===== config.mk =====
export PLATFORM = sky130hd
export DESIGN_NAME = icag_top
export DESIGN_NICKNAME = d
export VERILOG_FILES = /design/src/icag_pkg.sv /design/src/icag_ack_timer.sv /design/src/icag_held_ctrl.sv /design/src/icag_top.sv
export SDC_FILE = /design/constraint.sdc
export NUM_CORES = 1
export LEC_CHECK = 0
export ABC_AREA = 1
export BUFFER_PORTS_ARGS = -buffer_cell sky130_fd_sc_hd__buf_4
export CAP_MARGIN = 20
export CORE_MARGIN = 4
export CORE_UTILIZATION = 40
export CTS_CLUSTER_DIAMETER = 50
export CTS_CLUSTER_SIZE = 28
export DETAILED_ROUTE_END_ITERATION = 6
export HOLD_SLACK_MARGIN = 0.1
export MAX_ROUTING_LAYER = met4
export SKIP_CTS_REPAIR_TIMING = 1
export SLEW_MARGIN = 10
export SYNTH_ARGS = -nofsm -noshare
export SYNTH_HDL_FRONTEND = slang
export SYNTH_SLANG_ARGS = --single-unit

===== constraint.sdc =====
create_clock -name pclk -period 2.1 [get_ports pclk]
set_input_delay 0.42 -clock pclk [delete_from_list [all_inputs] [get_ports pclk]]
set_output_delay 0.42 -clock pclk [all_outputs]
set_load 0.02 [all_outputs]

===== src/icag_pkg.sv =====
// Package of constants and types for the control-register attribute guard
package icag_pkg;
	// Register byte offsets
	localparam logic [11:0] OFF_CONTROL_ZERO = 12'h020;
	localparam logic [11:0] OFF_CONTROL_ACK = 12'h024;
	localparam logic [11:0] OFF_CONTROL_ONE = 12'h028;
	localparam logic [11:0] OFF_CONTROL_TWO = 12'h02C;
	localparam logic [11:0] OFF_QUEUE_EXT = 12'h030;
	localparam logic [11:0] OFF_CAPS = 12'h034;
	// Control-zero field positions
	localparam int BIT_TRANS_EN = 0;
	localparam int BIT_PRIQ_EN = 1;
	localparam int BIT_EVTQ_EN = 2;
	localparam int BIT_CMDQ_EN = 3;
	localparam logic [3:0] CZ_MASK = 4'hF;
	// Control-two field positions
	localparam int BIT_HYP_REGIME = 0;
	localparam int BIT_REC_INV = 1;
	localparam int BIT_PRIV_TLB = 2;
	localparam int BIT_EXT_ATS = 3;
	// Control-one field layout
	localparam int TABLE_LSB = 6;
	localparam logic [11:0] TABLE_MASK = 12'hFC0;
	localparam logic [11:0] QUEUE_MASK = 12'h03F;
	// Enhanced queue count
	localparam int NUM_EQ = 4;
	// Reset values: fields documented undefined are given zero here
	localparam logic [3:0] CZ_RESET = 4'h0;
	localparam logic [3:0] CT_RESET = 4'h0;
	localparam logic [11:0] CO_RESET = 12'h000;
	localparam logic [5:0] TABLE_PRESET_VAL = 6'h15;
	localparam logic [5:0] QUEUE_PRESET_VAL = 6'h15;
	// Cycles from a control-zero write to its acknowledge copy update
	localparam int ACK_DELAY_CYC = 4;
	localparam logic [2:0] ACK_DELAY = 3'h4;

	// Capability flags
	typedef struct packed {
		logic table_attr_fixed_cap;
		logic queue_attr_fixed_cap;
		logic enhanced_queue_cap;
		logic ats_error_record_cap;
		logic broadcast_maint_cap;
		logic hyp_cap;
	} icag_caps_t;

	// Effective control values driven to the rest of the device
	typedef struct packed {
		logic translation_enable;
		logic extended_ats_event_record;
		logic private_tlb_maint;
		logic record_invalid_stream;
		logic hyp_host_regime_select;
		logic [5:0] table_attr;
		logic [5:0] queue_attr;
	} icag_eff_t;

	typedef enum logic [1:0] {
		ACK_IDLE = 2'b00,
		ACK_WAIT = 2'b01
	} icag_ack_state_t;
endpackage


===== src/icag_ack_timer.sv =====
// Delay counter that publishes control-zero into its acknowledge copy
`timescale 1ns/1ps
module icag_ack_timer
	import icag_pkg::*;
(
	input wire logic pclk, // Register clock
	input wire logic presetn, // Async reset, active low
	input wire logic start, // Control-zero was written
	output logic done // One-cycle pulse when acknowledge updates
);
	icag_ack_state_t state_reg, state_next;
	logic [2:0] cnt_reg, cnt_next;

	// Restart on every new write so the ack always reflects the latest value
	always_comb begin
		state_next = state_reg;
		cnt_next = cnt_reg;
		done = 1'b0;
		case (state_reg)
			ACK_IDLE: begin
				if (start) begin
					state_next = ACK_WAIT;
					cnt_next = ACK_DELAY;
				end
			end
			ACK_WAIT: begin
				if (start) begin
					cnt_next = ACK_DELAY;
				end else if (cnt_reg == 3'h1) begin
					state_next = ACK_IDLE;
					done = 1'b1;
				end else begin
					cnt_next = cnt_reg - 3'h1;
				end
			end
			default: state_next = ACK_IDLE;
		endcase
	end

	// State registers
	always_ff @(posedge pclk or negedge presetn) begin
		if (!presetn) begin
			state_reg <= ACK_IDLE;
			cnt_reg <= 3'h0;
		end else begin
			state_reg <= state_next;
			cnt_reg <= cnt_next;
		end
	end
endmodule


===== src/icag_held_ctrl.sv =====
// Register that holds the control-two values the device actually uses
`timescale 1ns/1ps
module icag_held_ctrl
	import icag_pkg::*;
(
	input wire logic pclk, // Register clock
	input wire logic presetn, // Async reset, active low
	input wire logic load, // Take the programmed value
	input wire logic [3:0] din, // Programmed control-two bits
	output logic [3:0] dout // Effective control-two bits
);
	// Effective value changes only at the enable acknowledge
	always_ff @(posedge pclk or negedge presetn) begin
		if (!presetn) begin
			dout <= CT_RESET;
		end else if (load) begin
			dout <= din;
		end
	end
endmodule


===== src/icag_top.sv =====
// APB register guard for the non-secure control registers
//
// Our own choice: the APB register port.
`timescale 1ns/1ps
// Notes on behaviour
// - With table attributes fixed by capability, writes never change effective table attributes.
// - Table-attribute writes are ignored while translation enable or its ack is set.
// - Queue-attribute writes need all queue enables and their acks at zero.
// - With the enhanced queue capability, enhanced queue enables and their acks must also be zero for queue writes.
// - Unfixed attributes reset to an unspecified value; software programs them first.
// - Bit 3 selects base or extended ATS/PRI event recording, if capable.
// - Private TLB bit zero joins broadcast invalidation; one may skip local entries.
// - Private TLB bit never affects secure or EL3 broadcast invalidations.
// - Invalid-stream bit zero suppresses bad stream events; one permits them.
// - Invalid-stream bit matters only for transactions arriving with translation enabled.
// - Hypervisor bit selects EL2 without ASID or the host EL2 regime with ASID.
// - Control-two writable only when translation enable and its ack are both zero.
// - Control-two writes during a pending enable acknowledge are ignored.
// - Control-two changes take effect by the next acknowledge of enable to one.
// - Broadcast invalidations after enable ack use the value held before it.
// - Control-two fields reset unspecified; bits 31 to 4 are reserved.
// - Translation enable zero bypasses streams; one checks configuration structures.
module icag_top
	import icag_pkg::*;
(
	input wire logic pclk, // APB clock
	input wire logic presetn, // APB reset, active low
	input wire logic psel, // APB select
	input wire logic penable, // APB enable
	input wire logic pwrite, // APB direction
	input wire logic [11:0] paddr, // APB byte address
	input wire logic [31:0] pwdata, // APB write data
	output logic [31:0] prdata, // APB read data
	output logic pready, // APB ready
	output logic pslverr, // APB error, unmapped address
	input wire logic [5:0] caps_pin, // Capability straps from pins
	output icag_eff_t eff, // Effective controls to the device
	output logic bypass_active // Streams bypass translation
);
	logic [5:0] caps_s1_reg, caps_s2_reg;
	icag_caps_t caps;
	logic [3:0] cz_reg, cz_ack_reg, ct_reg, ct_eff;
	logic [11:0] co_reg;
	logic [NUM_EQ-1:0] eq_en_reg, eq_ack_reg;
	logic [31:0] rdata_next;
	logic ack_pending_reg, ack_done, ack_start;
	logic trans_rise;

	// Straps come from pins, so synchronise them first
	always_ff @(posedge pclk or negedge presetn) begin
		if (!presetn) begin
			caps_s1_reg <= 6'h00;
			caps_s2_reg <= 6'h00;
		end else begin
			caps_s1_reg <= caps_pin;
			caps_s2_reg <= caps_s1_reg;
		end
	end
	assign caps = icag_caps_t'(caps_s2_reg);

	// APB decode: zero wait states, writes land on the access phase
	wire access = psel && penable;
	wire wr = access && pwrite;
	wire hit_cz = (paddr == OFF_CONTROL_ZERO);
	wire hit_ack = (paddr == OFF_CONTROL_ACK);
	wire hit_co = (paddr == OFF_CONTROL_ONE);
	wire hit_ct = (paddr == OFF_CONTROL_TWO);
	wire hit_eq = (paddr == OFF_QUEUE_EXT);
	wire hit_cap = (paddr == OFF_CAPS);
	wire mapped = hit_cz || hit_ack || hit_co || hit_ct || hit_eq || hit_cap;

	// Guard terms
	wire trans_quiet = !cz_reg[BIT_TRANS_EN] && !cz_ack_reg[BIT_TRANS_EN];
	wire base_q_quiet = !cz_reg[BIT_EVTQ_EN] && !cz_ack_reg[BIT_EVTQ_EN]
		&& !cz_reg[BIT_PRIQ_EN] && !cz_ack_reg[BIT_PRIQ_EN]
		&& !cz_reg[BIT_CMDQ_EN] && !cz_ack_reg[BIT_CMDQ_EN];
	wire eq_quiet = !caps.enhanced_queue_cap || ((eq_en_reg | eq_ack_reg) == '0);
	wire queue_quiet = base_q_quiet && eq_quiet;
	wire table_wr_ok = trans_quiet && !caps.table_attr_fixed_cap;
	wire queue_wr_ok = queue_quiet && !caps.queue_attr_fixed_cap;
	wire ct_wr_ok = trans_quiet && !ack_pending_reg;

	// Capability-absent bits are cleared on write
	wire [3:0] ct_cap_mask = {caps.ats_error_record_cap, caps.broadcast_maint_cap, 1'b1,
		caps.hyp_cap};
	assign ack_start = wr && hit_cz;
	assign trans_rise = ack_done && cz_reg[BIT_TRANS_EN] && !cz_ack_reg[BIT_TRANS_EN];

	// Control-zero and its acknowledge copy
	always_ff @(posedge pclk or negedge presetn) begin
		if (!presetn) begin
			cz_reg <= CZ_RESET;
			cz_ack_reg <= CZ_RESET;
			ack_pending_reg <= 1'b0;
		end else begin
			if (ack_start) begin
				cz_reg <= pwdata[3:0] & CZ_MASK;
			end
			if (ack_done) begin
				cz_ack_reg <= cz_reg;
			end
			ack_pending_reg <= ack_start || (ack_pending_reg && !ack_done);
		end
	end

	// A new control-zero write always leaves an acknowledge pending
	property p_pending_set;
		@(posedge pclk) disable iff (!presetn)
		ack_start |=> ack_pending_reg;
	endproperty
	a_pending_set: assert property (p_pending_set) else $error("ack pending not raised");

	property p_ack_copy;
		@(posedge pclk) disable iff (!presetn)
		ack_done |=> (cz_ack_reg == $past(cz_reg));
	endproperty
	a_ack_copy: assert property (p_ack_copy) else $error("ack copy mismatch");

	icag_ack_timer icag_ack_timer_inst (
		.pclk(pclk),
		.presetn(presetn),
		.start(ack_start),
		.done(ack_done)
	);

	// Control-one attribute fields with separate guards
	always_ff @(posedge pclk or negedge presetn) begin
		if (!presetn) begin
			co_reg <= CO_RESET;
		end else if (wr && hit_co) begin
			co_reg <= ((table_wr_ok ? pwdata[11:0] : co_reg) & TABLE_MASK)
				| ((queue_wr_ok ? pwdata[11:0] : co_reg) & QUEUE_MASK);
		end
	end

	// Accepted attribute writes must land field by field
	property p_table_wr;
		@(posedge pclk) disable iff (!presetn)
		(wr && hit_co && table_wr_ok) |=> (co_reg[11:6] == $past(pwdata[11:6]));
	endproperty
	a_table_wr: assert property (p_table_wr) else $error("table attr write lost");

	property p_queue_wr;
		@(posedge pclk) disable iff (!presetn)
		(wr && hit_co && queue_wr_ok) |=> (co_reg[5:0] == $past(pwdata[5:0]));
	endproperty
	a_queue_wr: assert property (p_queue_wr) else $error("queue attr write lost");

	// The acknowledge side of an enhanced queue locks the field as well
	property p_eq_ack_guard;
		@(posedge pclk) disable iff (!presetn)
		(wr && hit_co && caps.enhanced_queue_cap && (eq_ack_reg != '0)) |=> $stable(co_reg[5:0]);
	endproperty
	a_eq_ack_guard: assert property (p_eq_ack_guard) else $error("queue attr moved, eq ack");

	// Control-two programmed value and enhanced queue states
	always_ff @(posedge pclk or negedge presetn) begin
		if (!presetn) begin
			ct_reg <= CT_RESET;
			eq_en_reg <= '0;
			eq_ack_reg <= '0;
		end else begin
			if (wr && hit_ct && ct_wr_ok) begin
				ct_reg <= pwdata[3:0] & ct_cap_mask;
			end
			if (wr && hit_eq) begin
				eq_en_reg <= pwdata[NUM_EQ-1:0];
			end
			eq_ack_reg <= eq_en_reg;
		end
	end

	// The extended ATS bit never takes a written one while its capability is absent
	property p_ct_absent;
		@(posedge pclk) disable iff (!presetn)
		(wr && hit_ct && ct_wr_ok && !caps.ats_error_record_cap) |=> !ct_reg[BIT_EXT_ATS];
	endproperty
	a_ct_absent: assert property (p_ct_absent) else $error("absent bit took a write");

	// Effective copy only moves when enable acknowledges to one
	icag_held_ctrl icag_held_ctrl_inst (
		.pclk(pclk),
		.presetn(presetn),
		.load(trans_rise),
		.din(ct_reg),
		.dout(ct_eff)
	);

	// Read data mux, reserved bits read zero
	always_comb begin
		rdata_next = 32'h00000000;
		if (hit_cz) begin
			rdata_next[3:0] = cz_reg;
		end else if (hit_ack) begin
			rdata_next[3:0] = cz_ack_reg;
		end else if (hit_co) begin
			rdata_next[11:0] = caps.table_attr_fixed_cap ?
				{TABLE_PRESET_VAL, co_reg[5:0]} : co_reg;
			if (caps.queue_attr_fixed_cap) begin
				rdata_next[5:0] = QUEUE_PRESET_VAL;
			end
		end else if (hit_ct) begin
			rdata_next[3:0] = ct_reg;
		end else if (hit_eq) begin
			rdata_next[NUM_EQ-1:0] = eq_en_reg;
			rdata_next[NUM_EQ+15:16] = eq_ack_reg;
		end else if (hit_cap) begin
			rdata_next[5:0] = caps_s2_reg;
		end
	end

	// Readback follows the stored value and the fixed table preset
	property p_ct_read;
		@(posedge pclk) disable iff (!presetn)
		(psel && !penable && !pwrite && hit_ct) |=> (prdata[3:0] == $past(ct_reg));
	endproperty
	a_ct_read: assert property (p_ct_read) else $error("control two readback wrong");

	property p_table_read;
		@(posedge pclk) disable iff (!presetn)
		(psel && !penable && !pwrite && hit_co && caps.table_attr_fixed_cap)
			|=> (prdata[11:6] == TABLE_PRESET_VAL);
	endproperty
	a_table_read: assert property (p_table_read) else $error("preset table readback wrong");

	// APB outputs and effective controls, all registered
	always_ff @(posedge pclk or negedge presetn) begin
		if (!presetn) begin
			prdata <= 32'h00000000;
			pready <= 1'b0;
			pslverr <= 1'b0;
			eff <= '0;
			bypass_active <= 1'b1;
		end else begin
			pready <= psel && !penable;
			pslverr <= psel && !penable && !mapped;
			prdata <= (psel && !penable && !pwrite) ? rdata_next : 32'h00000000;
			eff.translation_enable <= cz_ack_reg[BIT_TRANS_EN];
			bypass_active <= !cz_ack_reg[BIT_TRANS_EN];
			eff.extended_ats_event_record <= ct_eff[BIT_EXT_ATS];
			eff.private_tlb_maint <= ct_eff[BIT_PRIV_TLB];
			eff.record_invalid_stream <= ct_eff[BIT_REC_INV]
				&& cz_ack_reg[BIT_TRANS_EN];
			eff.hyp_host_regime_select <= ct_eff[BIT_HYP_REGIME];
			eff.table_attr <= caps.table_attr_fixed_cap ? TABLE_PRESET_VAL
				: co_reg[11:TABLE_LSB];
			eff.queue_attr <= caps.queue_attr_fixed_cap ? QUEUE_PRESET_VAL : co_reg[5:0];
		end
	end

	// Each control-two effective output is the held value one edge later; invalid-stream recording also needs the enable ack
	property p_bypass_follow;
		@(posedge pclk) disable iff (!presetn)
		1'b1 |=> (bypass_active == !$past(cz_ack_reg[BIT_TRANS_EN]));
	endproperty
	a_bypass_follow: assert property (p_bypass_follow) else $error("bypass off ack");

	property p_ext_ats;
		@(posedge pclk) disable iff (!presetn)
		1'b1 |=> (eff.extended_ats_event_record == $past(ct_eff[BIT_EXT_ATS]));
	endproperty
	a_ext_ats: assert property (p_ext_ats) else $error("ats record select wrong");

	property p_priv;
		@(posedge pclk) disable iff (!presetn)
		1'b1 |=> (eff.private_tlb_maint == $past(ct_eff[BIT_PRIV_TLB]));
	endproperty
	a_priv: assert property (p_priv) else $error("private maint wrong");

	property p_hyp;
		@(posedge pclk) disable iff (!presetn)
		1'b1 |=> (eff.hyp_host_regime_select == $past(ct_eff[BIT_HYP_REGIME]));
	endproperty
	a_hyp: assert property (p_hyp) else $error("hypervisor regime wrong");

	property p_rec_en;
		@(posedge pclk) disable iff (!presetn)
		(ct_eff[BIT_REC_INV] && cz_ack_reg[BIT_TRANS_EN]) |=> eff.record_invalid_stream;
	endproperty
	a_rec_en: assert property (p_rec_en) else $error("recording not permitted");

	// Checks
	property p_ct_guard;
		@(posedge pclk) disable iff (!presetn)
		(wr && hit_ct && !ct_wr_ok) |=> $stable(ct_reg);
	endproperty
	a_ct_guard: assert property (p_ct_guard) else $error("control two changed while guarded");

	property p_ct_pending;
		@(posedge pclk) disable iff (!presetn)
		(wr && hit_ct && ack_pending_reg) |=> (ct_reg == $past(ct_reg));
	endproperty
	a_ct_pending: assert property (p_ct_pending) else $error("write taken during ack");

	property p_table_guard;
		@(posedge pclk) disable iff (!presetn)
		(wr && hit_co && !trans_quiet) |=> (co_reg[11:6] == $past(co_reg[11:6]));
	endproperty
	a_table_guard: assert property (p_table_guard) else $error("table attr changed");

	property p_queue_guard;
		@(posedge pclk) disable iff (!presetn)
		(wr && hit_co && !base_q_quiet) |=> (co_reg[5:0] == $past(co_reg[5:0]));
	endproperty
	a_queue_guard: assert property (p_queue_guard) else $error("queue attr changed");

	property p_eq_guard;
		@(posedge pclk) disable iff (!presetn)
		(wr && hit_co && caps.enhanced_queue_cap && (eq_en_reg != '0))
			|=> $stable(co_reg[5:0]);
	endproperty
	a_eq_guard: assert property (p_eq_guard) else $error("queue attr changed, eq on");

	property p_table_fixed;
		@(posedge pclk) disable iff (!presetn)
		caps.table_attr_fixed_cap ##2 caps.table_attr_fixed_cap
			|-> (eff.table_attr == TABLE_PRESET_VAL);
	endproperty
	a_table_fixed: assert property (p_table_fixed) else $error("fixed table attr moved");

	property p_eff_hold;
		@(posedge pclk) disable iff (!presetn)
		!trans_rise |=> (ct_eff == $past(ct_eff));
	endproperty
	a_eff_hold: assert property (p_eff_hold) else $error("effective value moved early");

	property p_eff_load;
		@(posedge pclk) disable iff (!presetn)
		trans_rise |=> (ct_eff == $past(ct_reg)) ##1 (eff.private_tlb_maint == ct_eff[2]);
	endproperty
	a_eff_load: assert property (p_eff_load) else $error("value not applied on ack");

	property p_recinv;
		@(posedge pclk) disable iff (!presetn)
		!cz_ack_reg[BIT_TRANS_EN] |=> !eff.record_invalid_stream;
	endproperty
	a_recinv: assert property (p_recinv) else $error("recording while disabled");

	property p_reserved;
		@(posedge pclk) disable iff (!presetn)
		(psel && !penable && !pwrite && hit_ct) |=> (prdata[31:4] == 28'h0000000);
	endproperty
	a_reserved: assert property (p_reserved) else $error("reserved bits nonzero");

	property p_bypass;
		@(posedge pclk) disable iff (!presetn)
		bypass_active |-> !eff.translation_enable;
	endproperty
	a_bypass: assert property (p_bypass) else $error("bypass and enable both set");
endmodule


* Word level (Yosys, flattened, before mapping)
Cells that the tools add are included.
** Operators by class
- Add/subtract/negate cells :: 1
- Reductions and logical operators :: 52
- Equality and inequality tests :: 12
- Bitwise operators :: 3
- Mux-type cells :: 34
** Operators with widths (number)
- == test 12 x 6 -> 1 bit (second input constant) :: 6
- 2-to-1 mux 6 bit :: 7
- 2-to-1 mux 4 bit :: 9
- logical AND 1 bit :: 24
- 2-to-1 mux 12 bit :: 2
- 2-to-1 mux 20 bit :: 1
- zero test 1 bit :: 16
- 2-to-1 mux 8 bit :: 2
- OR 12 x 6 -> 12 bit :: 1
- 2-to-1 mux 2 bit :: 5
- 2-to-1 mux 3 bit :: 3
- logical OR 1 bit :: 7
- case mux 3 bit (2 select lines) :: 1
- AND reduction 3 bit :: 2
- AND 4 bit :: 1
- zero test 4 bit :: 1
- inequality test 2 bit (second input constant) :: 2
- OR 4 bit :: 1
- case mux 2 bit (2 select lines) :: 1
- == test 3 x 1 -> 1 bit (second input constant) :: 1
- 2-to-1 mux 1 bit :: 3
- inequality test 3 bit (second input constant) :: 1
- subtractor 3 x 1 -> 3 bit (second input constant) :: 1
- == test 2 x 1 -> 1 bit (second input constant) :: 1
- other kinds (3) :: 3
** Storage, ports and cells
- Input port bits :: 55
- Word-level logic and storage cells :: 125
- Bits in registers :: 94

* Depth between registers and ports, before layout
- Word-level depth :: 10
- Gate-level depth with buffers :: 9
- Depth with buffers taken out :: 9

* Modules after synthesis
Synthesis repeated with hierarchy kept, for this count alone.
** Unflattened totals
- Cells, all modules :: 388
- Area total of the unflattened synthesis :: 3691.0 um2
** Modules (own cells, without submodules)
- icag_top :: area each 3308.2 um2, instances 1, cells each 344
- icag_ack_timer :: area each 234.0 um2, instances 1, cells each 27
- icag_held_ctrl :: area each 148.9 um2, instances 1, cells each 17

* Worst setup path after synthesis
Ideal clock, no wire load.
- Path type :: in2reg
- From :: input port paddr[6]
- To :: register (tool-made name)
- Library setup time :: 0.118 ns
- Stages on the path :: 9
- Path slack :: 0.616 ns
- Arrival :: 1.366 ns
- Cell sequence :: inv_1 > nand2_1 > nor2_4 > nand3_1 > nor3_2 > nand3b_1 > buf_6 > nand2_1 > o21ai_2
** RTL lines
- start, declared :: RTL line icag_top.sv:31 : input wire logic [11:0] paddr,

==> key figures <==
STA
  • Clock Skew: 12.81 ps
  • Setup TNS: 0 ps
  • Final min period: 1495 ps
  • FMAX: 0.6689 GHz
  • Final setup vio count: 0
  • Period utilisation layout: 71.19%
  • Unrepaired setup endpoints after global routing: no
  • Final Slew Violations: 0
  • Hold Fails Final Rpt: 0

Logic synthesis
  • Synth warnings: 0
  • Post-synth top area cell: dfrtp_1
  • Synth top cells by count: dfrtp_1 (88), nand2_1 (72), inv_1 (57)
  • Count leader, synth: dfrtp_1
  • Top-area cell type share of the netlist area: 57.72%
  • Top FF cell, synth: dfrtp_1
  • Post-synth EDFFs: 0
  • Post-Syn Area: 0.003815 sq mm
  • FF+latch count, synth: 89
  • Mean Syn Cell Area: 9.935 sq um
  • Yosys cell types: 34
  • Cells after Synth: 384
  • Most area-consuming cells after synthesis: dfrtp_1 (58%), nand2_1 (7.1%), inv_1 (5.6%), nand3_1 (3.9%), buf_4 (3.1%)
  • Seq/Total Area, Yosys: 58.41%
  • Ys async rst share: 100.0%

Power and ir drop
  • Part of the power in the clock network: 40.4%
  • PD cells: 698.3 mW/mm^2
  • Flop pwr share: 53.4%
  • Comb pwr share: 6.1%
  • Cell Int Power: 2.490 mW
  • Peak supply drop: 0.3846 mV
  • P_sw: 774.8 uW
  • Leak: 2.455 nW
  • Power consumption: 3.264 mW
  • Net Sw Frac: 23.74%

Clocking
  • TritonCTS clock tree: yes
  • Root buf cell: clkbuf_8
  • Worst-path clk slew: 90 ps
  • Max Buffers Root-to-Sink: 2
  • CTS buffer count: 9
  • Clock insertion delay at the later pin of the skew report: 350 ps
  • # H-tree levels: 3
  • Sink Count: 89

Min path
  • Hold EP: caps_s1_reg[3]$_DFF_PN0_
  • Worst hold path cell count: 1
  • Hold Startpoint: caps_pin[3]
  • Hold Path Class: input port to flop

Place
  • GPL Wtd Cong: 0.8787
  • Dpl hpwl: 5797 um
  • # port buffers: 70
  • Cells after DPL: 582

Detailed routing
  • Drt via density: 4.439
  • Post-route antenna net violation count: 0
  • Iteration-0 DRC Markers: 173
  • Final WL: 7745 um
  • Routed via count: 2659
  • # DRC: 0
  • WL per Instance: 12.93 um
  • First-pass iteration count of the detailed router: 4

Floorplan
  • IO Pins: 107
  • Die height: 105.7 um
  • Core area: 0.009284 sq mm
  • Initial Util: 41.09%
  • Die area: 0.01116 sq mm
  • Row cnt: 35
  • Die Wd: 105.7 um

Finish
  • N_diodes: 0
  • Non-Filler Instances: 599
  • Share of layout cells above drive strength 1: 28.51%
  • Area grow syn2layout: 22.53%
  • Filler cells: 894
  • Nets@finish: 522

Status
  • Status: completed

GRT
  • GRT overflow: 0
  • Initial antenna violation count: 0
  • First-pass GRT wire length: 12620 um
  • Pin count of the biggest net entering global routing: 37
  • Vias in the first global route: 2625
  • Tot GR Track Use: 14.82%

Setup path
  • Worst EP required: 2340 ps
  • Critical path fanouts, max: 12
  • Critical path startpoint category: flop
  • Reg2Reg Setup Slack: 600 ps
  • CP arrival: 1740 ps
  • Crit end category: flop
  • R2R depth: 6
  • CP Class: flop to flop
  • Worst r2r src: caps[4]$_DFF_PN0_

Job
  • Max_cap viols: 0
per-layer routing:
layer	part of all wire (%)	global-route usage [%]	vias up
li1	-	-	1336
met1	45	19.41	1225
met2	47	22.72	78
met3	5.8	2.633	20
met4	2.3	6.475	0
met5	0	-	-
critical path: stages, from the launching register on:
cell and delay, ps:
dfrtp_1 490, nor4_1 320, nand2_1 80, nand3b_1 160
buf_4 200, nand2_1 80, o21ai_2 50
layout make-up:
type | count | area, sq um | area share (%)
multi-input cells | 228 | 1241 | 26.55
repair buffers | 77 | 593.1 | 12.69
flip-flops and latches | 89 | 2228 | 47.67
well taps | 129 | 161.4 | 3.453
clock buffers | 10 | 127.6 | 2.730
clock inverters | 6 | 95.09 | 2.034
inverters | 60 | 227.7 | 4.872
power by group through the flow:
| stage | Clock, mW | Combinational [mW] | Sequential [mW] |
|---|---|---|---|
| after CTS | 1.36 | 0.203 | 1.75 |
| after global placement | 0 | 0.200 | 1.78 |
| final | 1.32 | 0.200 | 1.74 |
| after global routing | 1.42 | 0.223 | 1.75 |
| after detailed placement | 0 | 0.202 | 1.78 |
| after floorplan | 0 | 0.0973 | 1.78 |
placed cells by master (no fill, tap or decap), types with 4 or more instances in the layout:
cell and instances:
clkbuf_8 9, nor2_4 4, inv_1 57, buf_4 75, dfrtp_1 88, o21ai_0 14, nor3_2 4, nor2_1 28
nand3_1 30, nand2_4 4, o21ai_2 13, o21ai_1 9, conb_1 16, a21oi_1 9, nand4_1 5, nand2_1 72
cells by family after synthesis:
logic type / after synthesis / share of synthesized area, %
adder cells (fa/ha/maj): 2 / 0.6558
other: 1 / 0.09830
flip-flops: 89 / 58.41
AO/OA/AOI/OAI: 46 / 7.412
buffers and inverters: 82 / 10.53
AND/OR/NAND/NOR: 164 / 22.89
worst max-delay path by stage:
stage	startpoint	end	depth (start not counted)	slack [ps]
after global routing	icag_ack_timer_inst.cnt_reg[1]$_DFFE_PN0P_	icag_held_ctrl_inst.dout[1]$_DFFE_PN0P_	9	530
after floorplan	paddr[6]	flop	9	620
final	caps[4]$_DFF_PN0_	flop	6	600
after detailed placement	paddr[1]	icag_held_ctrl_inst.dout[1]$_DFFE_PN0P_	10	330
after global placement	paddr[11]	icag_held_ctrl_inst.dout[1]$_DFFE_PN0P_	10	350
after CTS	caps[4]$_DFF_PN0_	flop	6	600
stage by stage:
stage	util (%)	cell area, sq um	hold slack [ps]	worst slack (ps)
final	50.35	4674	165.8	604.9
after global routing	50.35	4674	141.5	529.1
after CTS	50.24	4664	27.59	601.3
after detailed placement	47.84	4442	334.7	328.5
after global placement	47.84	4442	333.2	350.6
after floorplan	-	3871	124.4	616.2
(Power assumes the default switching activity.)
